`src/inc/gpd_pkg.sv`:
```
// Shared constants, types and helpers for the general-purpose I/O ports.
// Assumes a 32-bit APB slave with one 4 KB window per port.
`default_nettype none
package gpd_pkg;

    localparam int PORT_COUNT = 8;
    localparam int PORT_WIDTH = 8;
    localparam int ADDR_WIDTH = 16;

    // Port select sits above the 4 KB window of each port
    localparam int PORT_SEL_LSB = 12;
    localparam int PORT_SEL_MSB = 14;
    localparam int SPACE_MSB = 15;

    // Offsets inside one port window
    localparam logic [11:0] OFF_DIRECTION = 12'h400;
    localparam logic [11:0] OFF_ALT_FUNC = 12'h420;
    localparam logic [11:0] OFF_PULL_UP = 12'h510;
    localparam logic [11:0] OFF_PULL_DOWN = 12'h514;
    localparam logic [11:0] OFF_DIGITAL_EN = 12'h51C;

    // Data aperture: offset bits [11:10] zero, bits [9:2] are the mask
    localparam logic [1:0] APERTURE_TAG = 2'h0;
    localparam int MASK_LSB = 2;
    localparam int MASK_MSB = 9;

    // Port carrying the debug pins and which of its pins they are
    localparam int DEBUG_PORT = 2;
    localparam logic [7:0] DEBUG_PIN_MASK = 8'h0F;

    localparam logic [7:0] RESET_ZERO = 8'h00;
    localparam logic [31:0] READ_ZERO = 32'h0000_0000;

    typedef struct packed {
        logic [7:0] alt_function_select;
        logic [7:0] digital_input_enable;
        logic [7:0] pull_down_select;
        logic [7:0] pull_up_select;
    } gpd_pad_cfg_t;

    // True when an offset falls inside the masked data aperture
    function automatic logic gpd_in_aperture(input logic [11:0] offset);
        return offset[11:10] == APERTURE_TAG;
    endfunction

    // Per-bit mask carried on the address of a data access
    function automatic logic [7:0] gpd_addr_mask(input logic [11:0] offset);
        return offset[MASK_MSB:MASK_LSB];
    endfunction

endpackage
`default_nettype wire

```
`src/rtl/gpd_gpio.sv`:
```
// Eight general-purpose I/O ports behind one APB slave.
// Assumes pad_in comes from pins outside the pclk domain and that an
// external pad ring resolves pad_out/pad_oe into the real wire.
//
// Function
// RULE_01 - After reset every ordinary pin is undriven with alternate function, digital enable and both pulls cleared.
// RULE_02 - Port C pins 3 to 0 reset to their debug function with alternate function, digital enable and pull-up set.
// RULE_03 - Power-on reset and the external reset pin both restore every pin to its default.
// RULE_04 - The device holds eight identical, separately instantiated copies of one port block; the port C copy takes its own DEBUG_MASK.
// RULE_05 - A pin whose direction bit is zero is an input and its data bit captures the pin level.
// RULE_06 - A pin whose direction bit is one is an output and drives its data bit onto the pin; pad_oe also needs its alt function bit clear.
// RULE_07 - Address bits 9 to 2 of a data access form a per-bit mask over the eight data bits.
// RULE_08 - The data register answers at 256 word locations, one for every mask value.
// RULE_09 - A data write changes only the bits whose mask bit is one.
// RULE_10 - A data read returns real values for masked-in bits and zero for the rest.
// RULE_11 - Data bit n is masked by address bit n plus 2.
//
// The register addresses and register access over APB were left to the implementer.
`timescale 1ns/10ps
`default_nettype none

module gpd_port #(
    parameter logic [7:0] DEBUG_MASK = 8'h00
) (
    input wire logic pclk,
    input wire logic presetn,
    input wire logic wr_en,
    input wire logic [11:0] offset,
    input wire logic [7:0] wdata,
    input wire logic [7:0] pad_in,
    output logic [7:0] rd_val,
    output logic rd_hit,
    output logic [7:0] pad_out,
    output logic [7:0] pad_oe,
    output gpd_pkg::gpd_pad_cfg_t pad_cfg
);

    logic [7:0] pin_direction;
    logic [7:0] pin_data_value;
    logic [7:0] sync1;
    logic [7:0] sync2;
    logic [7:0] sync3;
    logic [7:0] pin_level;
    logic [7:0] mask;
    logic [7:0] next_data;
    logic data_wr;

    assign mask = gpd_pkg::gpd_addr_mask(offset); // RULE_07 RULE_11
    assign data_wr = wr_en && gpd_pkg::gpd_in_aperture(offset); // RULE_08

    // Three stages; a level counts only once the last two agree
    always_ff @(posedge pclk or negedge presetn) begin
        if (!presetn) begin
            sync1 <= gpd_pkg::RESET_ZERO;
            sync2 <= gpd_pkg::RESET_ZERO;
            sync3 <= gpd_pkg::RESET_ZERO;
        end else begin
            sync1 <= pad_in;
            sync2 <= sync1;
            sync3 <= sync2;
        end
    end

    always_ff @(posedge pclk or negedge presetn) begin
        if (!presetn) begin
            pin_level <= gpd_pkg::RESET_ZERO;
        end else begin
            pin_level <= (pin_level & (sync2 ^ sync3)) | (sync3 & ~(sync2 ^ sync3));
        end
    end

    always_comb begin
        next_data = pin_data_value;
        if (data_wr) begin
            next_data = (pin_data_value & ~mask) | (wdata & mask); // RULE_09
        end
    end

    // Input bits follow the pin, output bits hold what software wrote
    always_ff @(posedge pclk or negedge presetn) begin
        if (!presetn) begin
            pin_data_value <= gpd_pkg::RESET_ZERO;
        end else begin
            pin_data_value <= (next_data & pin_direction) | (pin_level & ~pin_direction); // RULE_05
        end
    end

    always_ff @(posedge pclk or negedge presetn) begin
        if (!presetn) begin
            pin_direction <= gpd_pkg::RESET_ZERO; // RULE_01
        end else if (wr_en && offset == gpd_pkg::OFF_DIRECTION) begin
            pin_direction <= wdata;
        end
    end

    // Reset values are constants per instance; the debug port differs
    always_ff @(posedge pclk or negedge presetn) begin
        if (!presetn) begin
            pad_cfg.alt_function_select <= DEBUG_MASK; // RULE_01 RULE_02 RULE_03
            pad_cfg.digital_input_enable <= DEBUG_MASK; // RULE_01 RULE_02
            pad_cfg.pull_down_select <= gpd_pkg::RESET_ZERO; // RULE_01
            pad_cfg.pull_up_select <= DEBUG_MASK; // RULE_01 RULE_02
        end else if (wr_en) begin
            case (offset)
                gpd_pkg::OFF_ALT_FUNC: begin
                    pad_cfg.alt_function_select <= wdata;
                end
                gpd_pkg::OFF_DIGITAL_EN: begin
                    pad_cfg.digital_input_enable <= wdata;
                end
                gpd_pkg::OFF_PULL_DOWN: begin
                    pad_cfg.pull_down_select <= wdata;
                end
                gpd_pkg::OFF_PULL_UP: begin
                    pad_cfg.pull_up_select <= wdata;
                end
                default: begin
                end
            endcase
        end
    end

    // A pin under its alternate function is left to that peripheral
    assign pad_out = pin_data_value; // RULE_06
    assign pad_oe = pin_direction & ~pad_cfg.alt_function_select; // RULE_06

    always_comb begin
        rd_val = gpd_pkg::RESET_ZERO;
        rd_hit = 1'b1;
        if (gpd_pkg::gpd_in_aperture(offset)) begin
            rd_val = pin_data_value & mask; // RULE_10
        end else begin
            case (offset)
                gpd_pkg::OFF_DIRECTION: begin
                    rd_val = pin_direction;
                end
                gpd_pkg::OFF_ALT_FUNC: begin
                    rd_val = pad_cfg.alt_function_select;
                end
                gpd_pkg::OFF_DIGITAL_EN: begin
                    rd_val = pad_cfg.digital_input_enable;
                end
                gpd_pkg::OFF_PULL_DOWN: begin
                    rd_val = pad_cfg.pull_down_select;
                end
                gpd_pkg::OFF_PULL_UP: begin
                    rd_val = pad_cfg.pull_up_select;
                end
                default: begin
                    rd_hit = 1'b0;
                end
            endcase
        end
    end
endmodule

module gpd_gpio #(
    parameter int NPORTS = gpd_pkg::PORT_COUNT
) (
    input wire logic pclk,
    input wire logic presetn,
    input wire logic psel,
    input wire logic penable,
    input wire logic pwrite,
    input wire logic [15:0] paddr,
    input wire logic [31:0] pwdata,
    output logic [31:0] prdata,
    output logic pready,
    output logic pslverr,
    input wire logic [NPORTS-1:0][7:0] pad_in,
    output logic [NPORTS-1:0][7:0] pad_out,
    output logic [NPORTS-1:0][7:0] pad_oe,
    output gpd_pkg::gpd_pad_cfg_t [NPORTS-1:0] pad_cfg
);

    logic [NPORTS-1:0][7:0] rd_val;
    logic [NPORTS-1:0] rd_hit;
    logic [2:0] port_idx;
    logic space_ok;
    logic hit;

    assign port_idx = paddr[gpd_pkg::PORT_SEL_MSB:gpd_pkg::PORT_SEL_LSB];
    assign space_ok = !paddr[gpd_pkg::SPACE_MSB] && (32'(port_idx) < NPORTS);
    assign hit = space_ok && rd_hit[port_idx];

    genvar g;
    generate
        for (g = 0; g < NPORTS; g++) begin : gen_port
            gpd_port #(
                .DEBUG_MASK(g == gpd_pkg::DEBUG_PORT ? gpd_pkg::DEBUG_PIN_MASK : 8'h00) // RULE_02
            ) u_port ( // RULE_04
                .pclk(pclk),
                .presetn(presetn),
                .wr_en(psel && penable && pwrite && space_ok && port_idx == 3'(g)),
                .offset(paddr[11:0]),
                .wdata(pwdata[7:0]),
                .pad_in(pad_in[g]),
                .rd_val(rd_val[g]),
                .rd_hit(rd_hit[g]),
                .pad_out(pad_out[g]),
                .pad_oe(pad_oe[g]),
                .pad_cfg(pad_cfg[g])
            );
        end
    endgenerate

    // Zero wait states; read data is caught in the setup cycle
    assign pready = psel && penable;

    always_ff @(posedge pclk or negedge presetn) begin
        if (!presetn) begin
            prdata <= gpd_pkg::READ_ZERO;
            pslverr <= 1'b0;
        end else if (psel && !penable) begin
            prdata <= hit && !pwrite ? {24'h00_0000, rd_val[port_idx]} : gpd_pkg::READ_ZERO;
            pslverr <= !hit;
        end
    end
endmodule

`default_nettype wire

```
`config.mk`:
```
export PLATFORM = sky130hd
export DESIGN_NAME = gpd_gpio
export DESIGN_NICKNAME = d
export VERILOG_FILES = /design/src/inc/gpd_pkg.sv /design/src/rtl/gpd_gpio.sv
export SDC_FILE = /design/constraint.sdc
export NUM_CORES = 1
export LEC_CHECK = 0
export BUFFER_PORTS_ARGS = -buffer_cell sky130_fd_sc_hd__buf_2
export CORE_ASPECT_RATIO = 0.9
export CORE_UTILIZATION = 30
export CTS_BUF_LIST = sky130_fd_sc_hd__clkbuf_8 sky130_fd_sc_hd__clkbuf_16
export DETAILED_ROUTE_END_ITERATION = 10
export GPL_ROUTABILITY_DRIVEN = 1
export GPL_TIMING_DRIVEN = 0
export HOLD_SLACK_MARGIN = 0.1
export PLACE_DENSITY_LB_ADDON = 0.12
export SKIP_CTS_REPAIR_TIMING = 1
export SKIP_LAST_GASP = 1
export SYNTH_ARGS = -nofsm -noshare
export SYNTH_HDL_FRONTEND = slang
export SYNTH_SLANG_ARGS = --single-unit
```
`constraint.sdc`:
```
create_clock -name pclk -period 1.8 [get_ports pclk]
set_input_delay 0.27 -clock pclk [delete_from_list [all_inputs] [get_ports pclk]]
set_output_delay 0.27 -clock pclk [all_outputs]
set_load 0.03 [all_outputs]
```
==> results of run 1 <==
-- where the power goes --
part           switching, uW  total [uW]  internal, uW
clock                   6480       16600         10200
combinational           1620        2340           719
sequential               389       15500         15100
total                   8490       34500         26000
-- logic make-up after synthesis --
group	after synthesis	share of synthesized area [%]
DFF	649	61.8
muxes	451	19.0
and+or+nand+nor	367	7.39
AOI/OAI and AO/OA	248	6.94
buffers and inverters	134	2.42
adders and majority gates	64	2.44
other	1	0.0143
-- per-stage QoR --
step | power, uW | util, %
after global placement | 17900 | 35.4
after detailed placement | 17900 | 35.6
after global routing | 35600 | 42.0
final | 34500 | 42.1
after floorplan | 16700 | -
after CTS | 34600 | 38.7
-- cell usage after synthesis, types with 3 or more instances --
master and number:
a21boi_0 4, clkbuf_1 75, and2_1 7, nand2_1 124
a21oi_1 99, mux2_1 4, nand4_1 6, a221oi_1 49
mux2_2 383, nor2b_1 66, buf_2 22, nand2b_1 5
o21ai_0 3, and3_1 5, mux2i_1 64, maj3_1 64
nor2_1 95, buf_4 26, a22o_1 3, nand2_2 8
nand3_2 3, a222oi_1 55, nor2_4 5, dfrtp_1 637
or2_2 4, buf_1 7, nand3_1 10, inv_1 3
a211oi_1 7, nor2_8 8, a22oi_1 12, a32o_1 3
nor4_1 3, dfstp_2 12, a31o_2 3
-- metal layers --
metal / vias up / GRT usage [%] / share of wire (%) / routed length, um
li1: 8414 / - / - / -
met1: 10600 / 33.9 / 41 / 49900
met2: 878 / 42.7 / 47 / 57300
met3: 203 / 8.13 / 8.9 / 10900
met4: 4 / 8.72 / 3.5 / 4260
met5: - / 0 / 0.022 / 27
-- worst min-delay path by stage --
stage / startpoint / to / slack, ns
after global routing: presetn / gen_port[0].u_port.sync1[5] / -0.20
after detailed placement: gen_port[4].u_port.sync1[1] / gen_port[4].u_port.sync2[1] / 0.33
after global placement: gen_port[6].u_port.sync1[0] / gen_port[6].u_port.sync2[0] / 0.33
after CTS: pad_in[1] / gen_port[0].u_port.sync1[1] / -0.30
after floorplan: presetn / asynchronous set/reset pin / -0.03
final: presetn / gen_port[0].u_port.sync1[5] / -0.30
-- layout make-up --
| class | count | area, um2 |
|---|---|---|
| Multi-Input combinational cell | 1154 | 10500 |
| Buffer | 125 | 972 |
| Sequential cell | 649 | 16300 |
| Inverter | 3 | 11.3 |
| Clock inverter | 41 | 531 |
| Fill cell | 8100 | 50100 |
| Tap cell | 1144 | 1430 |
| Antenna cell | 4 | 10.0 |
| Clock buffer | 93 | 2150 |
| Timing Repair Buffer | 644 | 4510 |
-- layout by cell type (no fill, tap or decap), types with 22 or more instances in the layout --
master / Yosys / routed
mux2i_1: 64 / 64
a221oi_1: 49 / 49
nand2_1: 124 / 111
dlygate4sd3_1: 0 / 65
buf_6: 1 / 22
conb_1: 1 / 24
mux2_2: 383 / 293
nor2b_1: 66 / 59
dfrtp_1: 637 / 629
buf_12: 0 / 50
mux2_4: 0 / 93
a21oi_1: 99 / 97
a222oi_1: 55 / 55
clkbuf_16: 0 / 79
nor2_1: 95 / 70
buf_4: 26 / 75
maj3_1: 64 / 64
clkbuf_1: 75 / 45
nor2_4: 5 / 27
buf_2: 22 / 469
-- worst max-delay path: cells and delay by family --
family / cells / cell delay [ns]
buffers and inverters: 5 / 0.77
and+or+nand+nor: 4 / 1.30
AOI/OAI and AO/OA: 2 / 0.44
==> results.py, run 1 <==
metrics = {
    "clock_network": {
        "clockBufferDepth": 3,
        "numCtsBuffers": 74,
        "cts.sinks": 649,
        "htree_num_levels": 3,
        "clk_latency_ns": 0.65,
        "cts_tree": "done",
        "clk_pin_slew_ns": 0.07,
        "clock-root-buffer": "clkbuf_16",
    },
    "placed_design": {
        "place_ws_ns": -2.49,
        "post-place-cells": 3563,
        "place_congestion": 0.893,
        "place_area_um2": 30800,
        "post-dp-hpwl_um": 88100,
        "portBuffers": 476,
    },
    "route": {
        "wl_per_cell_um": 31.7,
        "drtIter0Drc": 2064,
        "routed_wl_um": 122000,
        "drt_first_pass_iters": 7,
        "drc": 0,
        "ant_nets": 0,
        "vias": 20100,
        "vias_per_cell": 5.22,
    },
    "pwr": {
        "max-vdd-ir-drop_uv": 693,
        "power_density_nw_per_um2": 949,
        "leakagePower_uw": 0.0181,
    },
    "sta": {
        "finalWorstSetupSlack_ns": -0.431,
        "setup_viol": 252,
        "setup_tns_ns": -51.87,
        "timing.fmax_mhz": 448,
        "timing.final.crit_share_pct": 124,
        "hold_violations": 115,
        "rsz0062_at_grt": "true",
        "fin_crit_ns": 2.23,
        "tightest_slew_ns": 1.29,
        "finalClockSkew_ns": 0.0316,
        "worst_hold_slack_ns": -0.303,
        "max-slew-margin-rel_pct": 14.1,
        "drv_slew": 0,
    },
    "logic_synthesis": {
        "synth_seq_cells": 649,
        "synth_area_um2": 26300,
        "yosysTopAreaCellShare_pct": 60.6,
        "yosysTopAreaCell": "dfrtp_1",
        "synth_ff_type": "dfrtp_1",
        "ys_warn_count": 0,
        "yosysSeqAreaShare_pct": 61.8,
        "synthTopCellsByArea": "dfrtp_1 61%, mux2_2 16%, maj3_1 2.4%",
        "yosysUniqueCellTypes": 60,
        "syn-mean-instance-area_um2": 13.7,
        "synth_edf_count": 0,
        "async_flop_share_pct": 100,
        "syn_inst": 1914,
    },
    "global_routing": {
        "grt_max_degree": 119,
        "grt_pass1_wl_um": 163000,
        "grt_antenna_before_repair": 5,
        "grt_pass1_vias": 19600,
        "grt.total_usage_pct": 26.6,
        "grt_overflow": 0,
    },
    "outcome": {
        "violations": "negative hold slack, negative setup slack",
        "status": "finished with violations",
    },
    "critical_path": {
        "r2r-start": "gen_port[6].u_port.pin_direction[1]",
        "worstSetupEndpoint": "prdata[4]",
        "startpoint": "paddr[9]",
        "crit_path_end_kind": "register",
        "cpPeakStageDelay_ns": 0.58,
        "worstPathMaxFanout": 10,
        "worst-setup-path-type": "in2reg",
        "r2r_setup_slack_ns": -0.25,
        "r2r_end": "prdata[1]",
        "cpMaxStageDelayCell": "or4_4",
        "cp.required_ns": 2.37,
        "critPathLaunchType": "primary input",
        "cp_cell_sequence": "buf_8, or4_4, buf_12, nor4_4, buf_6, buf_6, buf_12, a221oi_1, a21boi_2, nand4_1, nand3_1",
        "arrival_ns": 2.80,
        "reg2reg_depth": 5,
    },
    "cells_and_area": {
        "fin_area_um2": 36300,
        "instances_no_fill": 3857,
        "syn_to_final_growth_pct": 38.1,
        "nNetsFinal": 2768,
        "drive_gt1_share_pct": 47.8,
    },
    "hold_path": {
        "hold_path_class": "in2async",
    },
    "floorplan": {
        "core_area_um2": 86400,
        "dieArea_um2": 88900,
        "ioPinCount": 535,
        "start_util_pct": 30.4,
        "rows": 102,
        "die-width_um": 314,
        "dieHeight_um": 283,
    },
    "job": {
        "maxCapViolations": 0,
    },
}
Power figures use the tool's default switching activity.
==> inputs of run 2 (changes only) <==
CTS_BUF_LIST = sky130_fd_sc_hd__clkbuf_16   (was sky130_fd_sc_hd__clkbuf_8 sky130_fd_sc_hd__clkbuf_16)
SLEW_MARGIN = 20   (was not set)
==> results.py, run 2 (synthesis results as in run 1) <==
metrics = {
    "outcome": {
        "status": "finished with violations",
        "violations": "negative hold slack, negative setup slack",
    },
    "cells_and_area": {
        "nNetsFinal": 2777,
        "syn_to_final_growth_pct": 38.0,
        "fill_cells": 8135,
        "drive_gt1_share_pct": 47.8,
        "most-common-layout-cells": "625 x dfrtp_1, 468 x buf_2, 285 x mux2_2",
        "fin_area_um2": 36300,
        "final_common_cell": "dfrtp_1",
    },
    "pwr": {
        "leakagePower_uw": 0.0181,
        "power_density_nw_per_um2": 922,
        "max-vdd-ir-drop_uv": 568,
    },
    "placed_design": {
        "place_congestion": 0.893,
        "post-dp-hpwl_um": 88300,
        "place_area_um2": 30900,
        "portBuffers": 476,
        "place_ws_ns": -2.56,
    },
    "sta": {
        "timing.final.crit_share_pct": 123,
        "finalClockSkew_ns": 0.0244,
        "setup_tns_ns": -58.83,
        "max-slew-margin-rel_pct": 28.2,
        "tightest_slew_ns": 1.08,
        "fin_crit_ns": 2.22,
        "finalWorstSetupSlack_ns": -0.415,
        "setup_viol": 232,
        "drv_slew": 0,
        "hold_violations": 61,
        "worst_hold_slack_ns": -0.441,
        "timing.fmax_mhz": 451,
        "rsz0062_at_grt": "true",
    },
    "global_routing": {
        "grt_antenna_before_repair": 3,
        "grt_overflow": 0,
        "grt_pass1_vias": 19500,
        "grt_pass1_wl_um": 163000,
        "grt_max_degree": 99,
        "grt.total_usage_pct": 26.6,
    },
    "route": {
        "drc": 0,
        "wl_per_cell_um": 31.6,
        "vias": 20000,
        "ant_nets": 0,
        "vias_per_cell": 5.16,
        "drt_first_pass_iters": 7,
        "drtIter0Drc": 1876,
        "routed_wl_um": 122000,
    },
    "clock_network": {
        "clockBufferDepth": 3,
        "cts_tree": "done",
        "htree_num_levels": 3,
        "cts.sinks": 649,
        "clk_pin_slew_ns": 0.05,
        "numCtsBuffers": 75,
        "clk_latency_ns": 0.64,
        "clock-root-buffer": "clkbuf_16",
    },
    "critical_path": {
        "cpMaxStageDelayCell": "or4_4",
        "r2r_end": "prdata[1]",
        "critPathLaunchType": "primary input",
        "cp.required_ns": 2.31,
        "cp_cell_sequence": "buf_4, or4_4, or3_4, or3_4, buf_12, nor2_8, buf_12, mux2_4",
        "worst-setup-path-type": "in2reg",
        "cpLargestDelayFamily": "simple AND/OR/NAND/NOR gates",
        "reg2reg_depth": 5,
        "arrival_ns": 2.73,
        "r2r_setup_slack_ns": -0.24,
        "crit_path_end_kind": "register",
        "cpPeakStageDelay_ns": 0.60,
        "critical_path_buf_inv_count": 3,
        "worstPathMaxFanout": 8,
        "r2r-start": "gen_port[6].u_port.pin_direction[1]",
    },
    "floorplan": {
        "die-width_um": 314,
        "core_area_um2": 86400,
        "rows": 102,
        "start_util_pct": 30.4,
        "dieArea_um2": 88900,
        "dieHeight_um": 283,
        "ioPinCount": 535,
    },
    "job": {
        "maxCapViolations": 0,
    },
    "hold_path": {
        "hold_path_class": "in2async",
    },
}
==> run 2: through the flow <==
step,instances,power (uW),utilization [%]
after floorplan,1937,16700,-
after global placement,3557,17900,35.4
after detailed placement,3566,17900,35.7
after CTS,3701,33700,38.6
after global routing,3863,34600,42.0
final,3865,33500,42.0
==> run 2: worst max path at each step <==
stage / start / to / slack, ns / depth (start not counted)
finish: paddr[6] / gen_port[7].u_port.pin_direction[0] / -0.42 / 8
global route: paddr[9] / gen_port[7].u_port.pin_direction[0] / -0.40 / 8
CTS: paddr[5] / prdata[0] / -1.86 / 9
detailed placement: paddr[5] / prdata[0] / -2.56 / 9
global placement: presetn / gen_port[4].u_port.sync1[7] / -13.40 / 1
floorplan: paddr[9] / gen_port[3].u_port.pin_direction[0] / -0.62 / 7
==> run 2: area by class of cell <==
type	instances	area [um2]	area share, %
plain buffers	125	985	2.71
inverters	3	11.3	0.0310
well taps	1144	1430	3.94
flip-flops and latches	649	16300	44.8
clock buffers	78	1950	5.38
multi-input cells	1154	10500	29.0
repair buffers	652	4580	12.6
diodes	3	7.51	0.0207
clock inverters	57	519	1.43
==> run 2: metal layers <==
metal	vias to the layer above	wire length [um]	track usage (%)
met5	-	0	0
met4	0	3860	8.13
met3	176	10600	7.82
met2	824	57900	43.1
met1	10500	49700	34.1
li1	8415	-	-
==> run 2: power by group <==
part	total, uW	switching, uW	internal, uW
logic	2350	1620	732
clock network	15600	6450	9150
registers	15500	391	15100
total	33500	8470	25000
==> run 2: worst register-to-register path: cells and delay by family, from the launching register on <==
| kind | cells | cell delay [ns] |
|---|---|---|
| AO/OA/AOI/OAI | 4 | 1.26 |
| multiplexers | 1 | 0.28 |
| flip-flops | 1 | 0.39 |
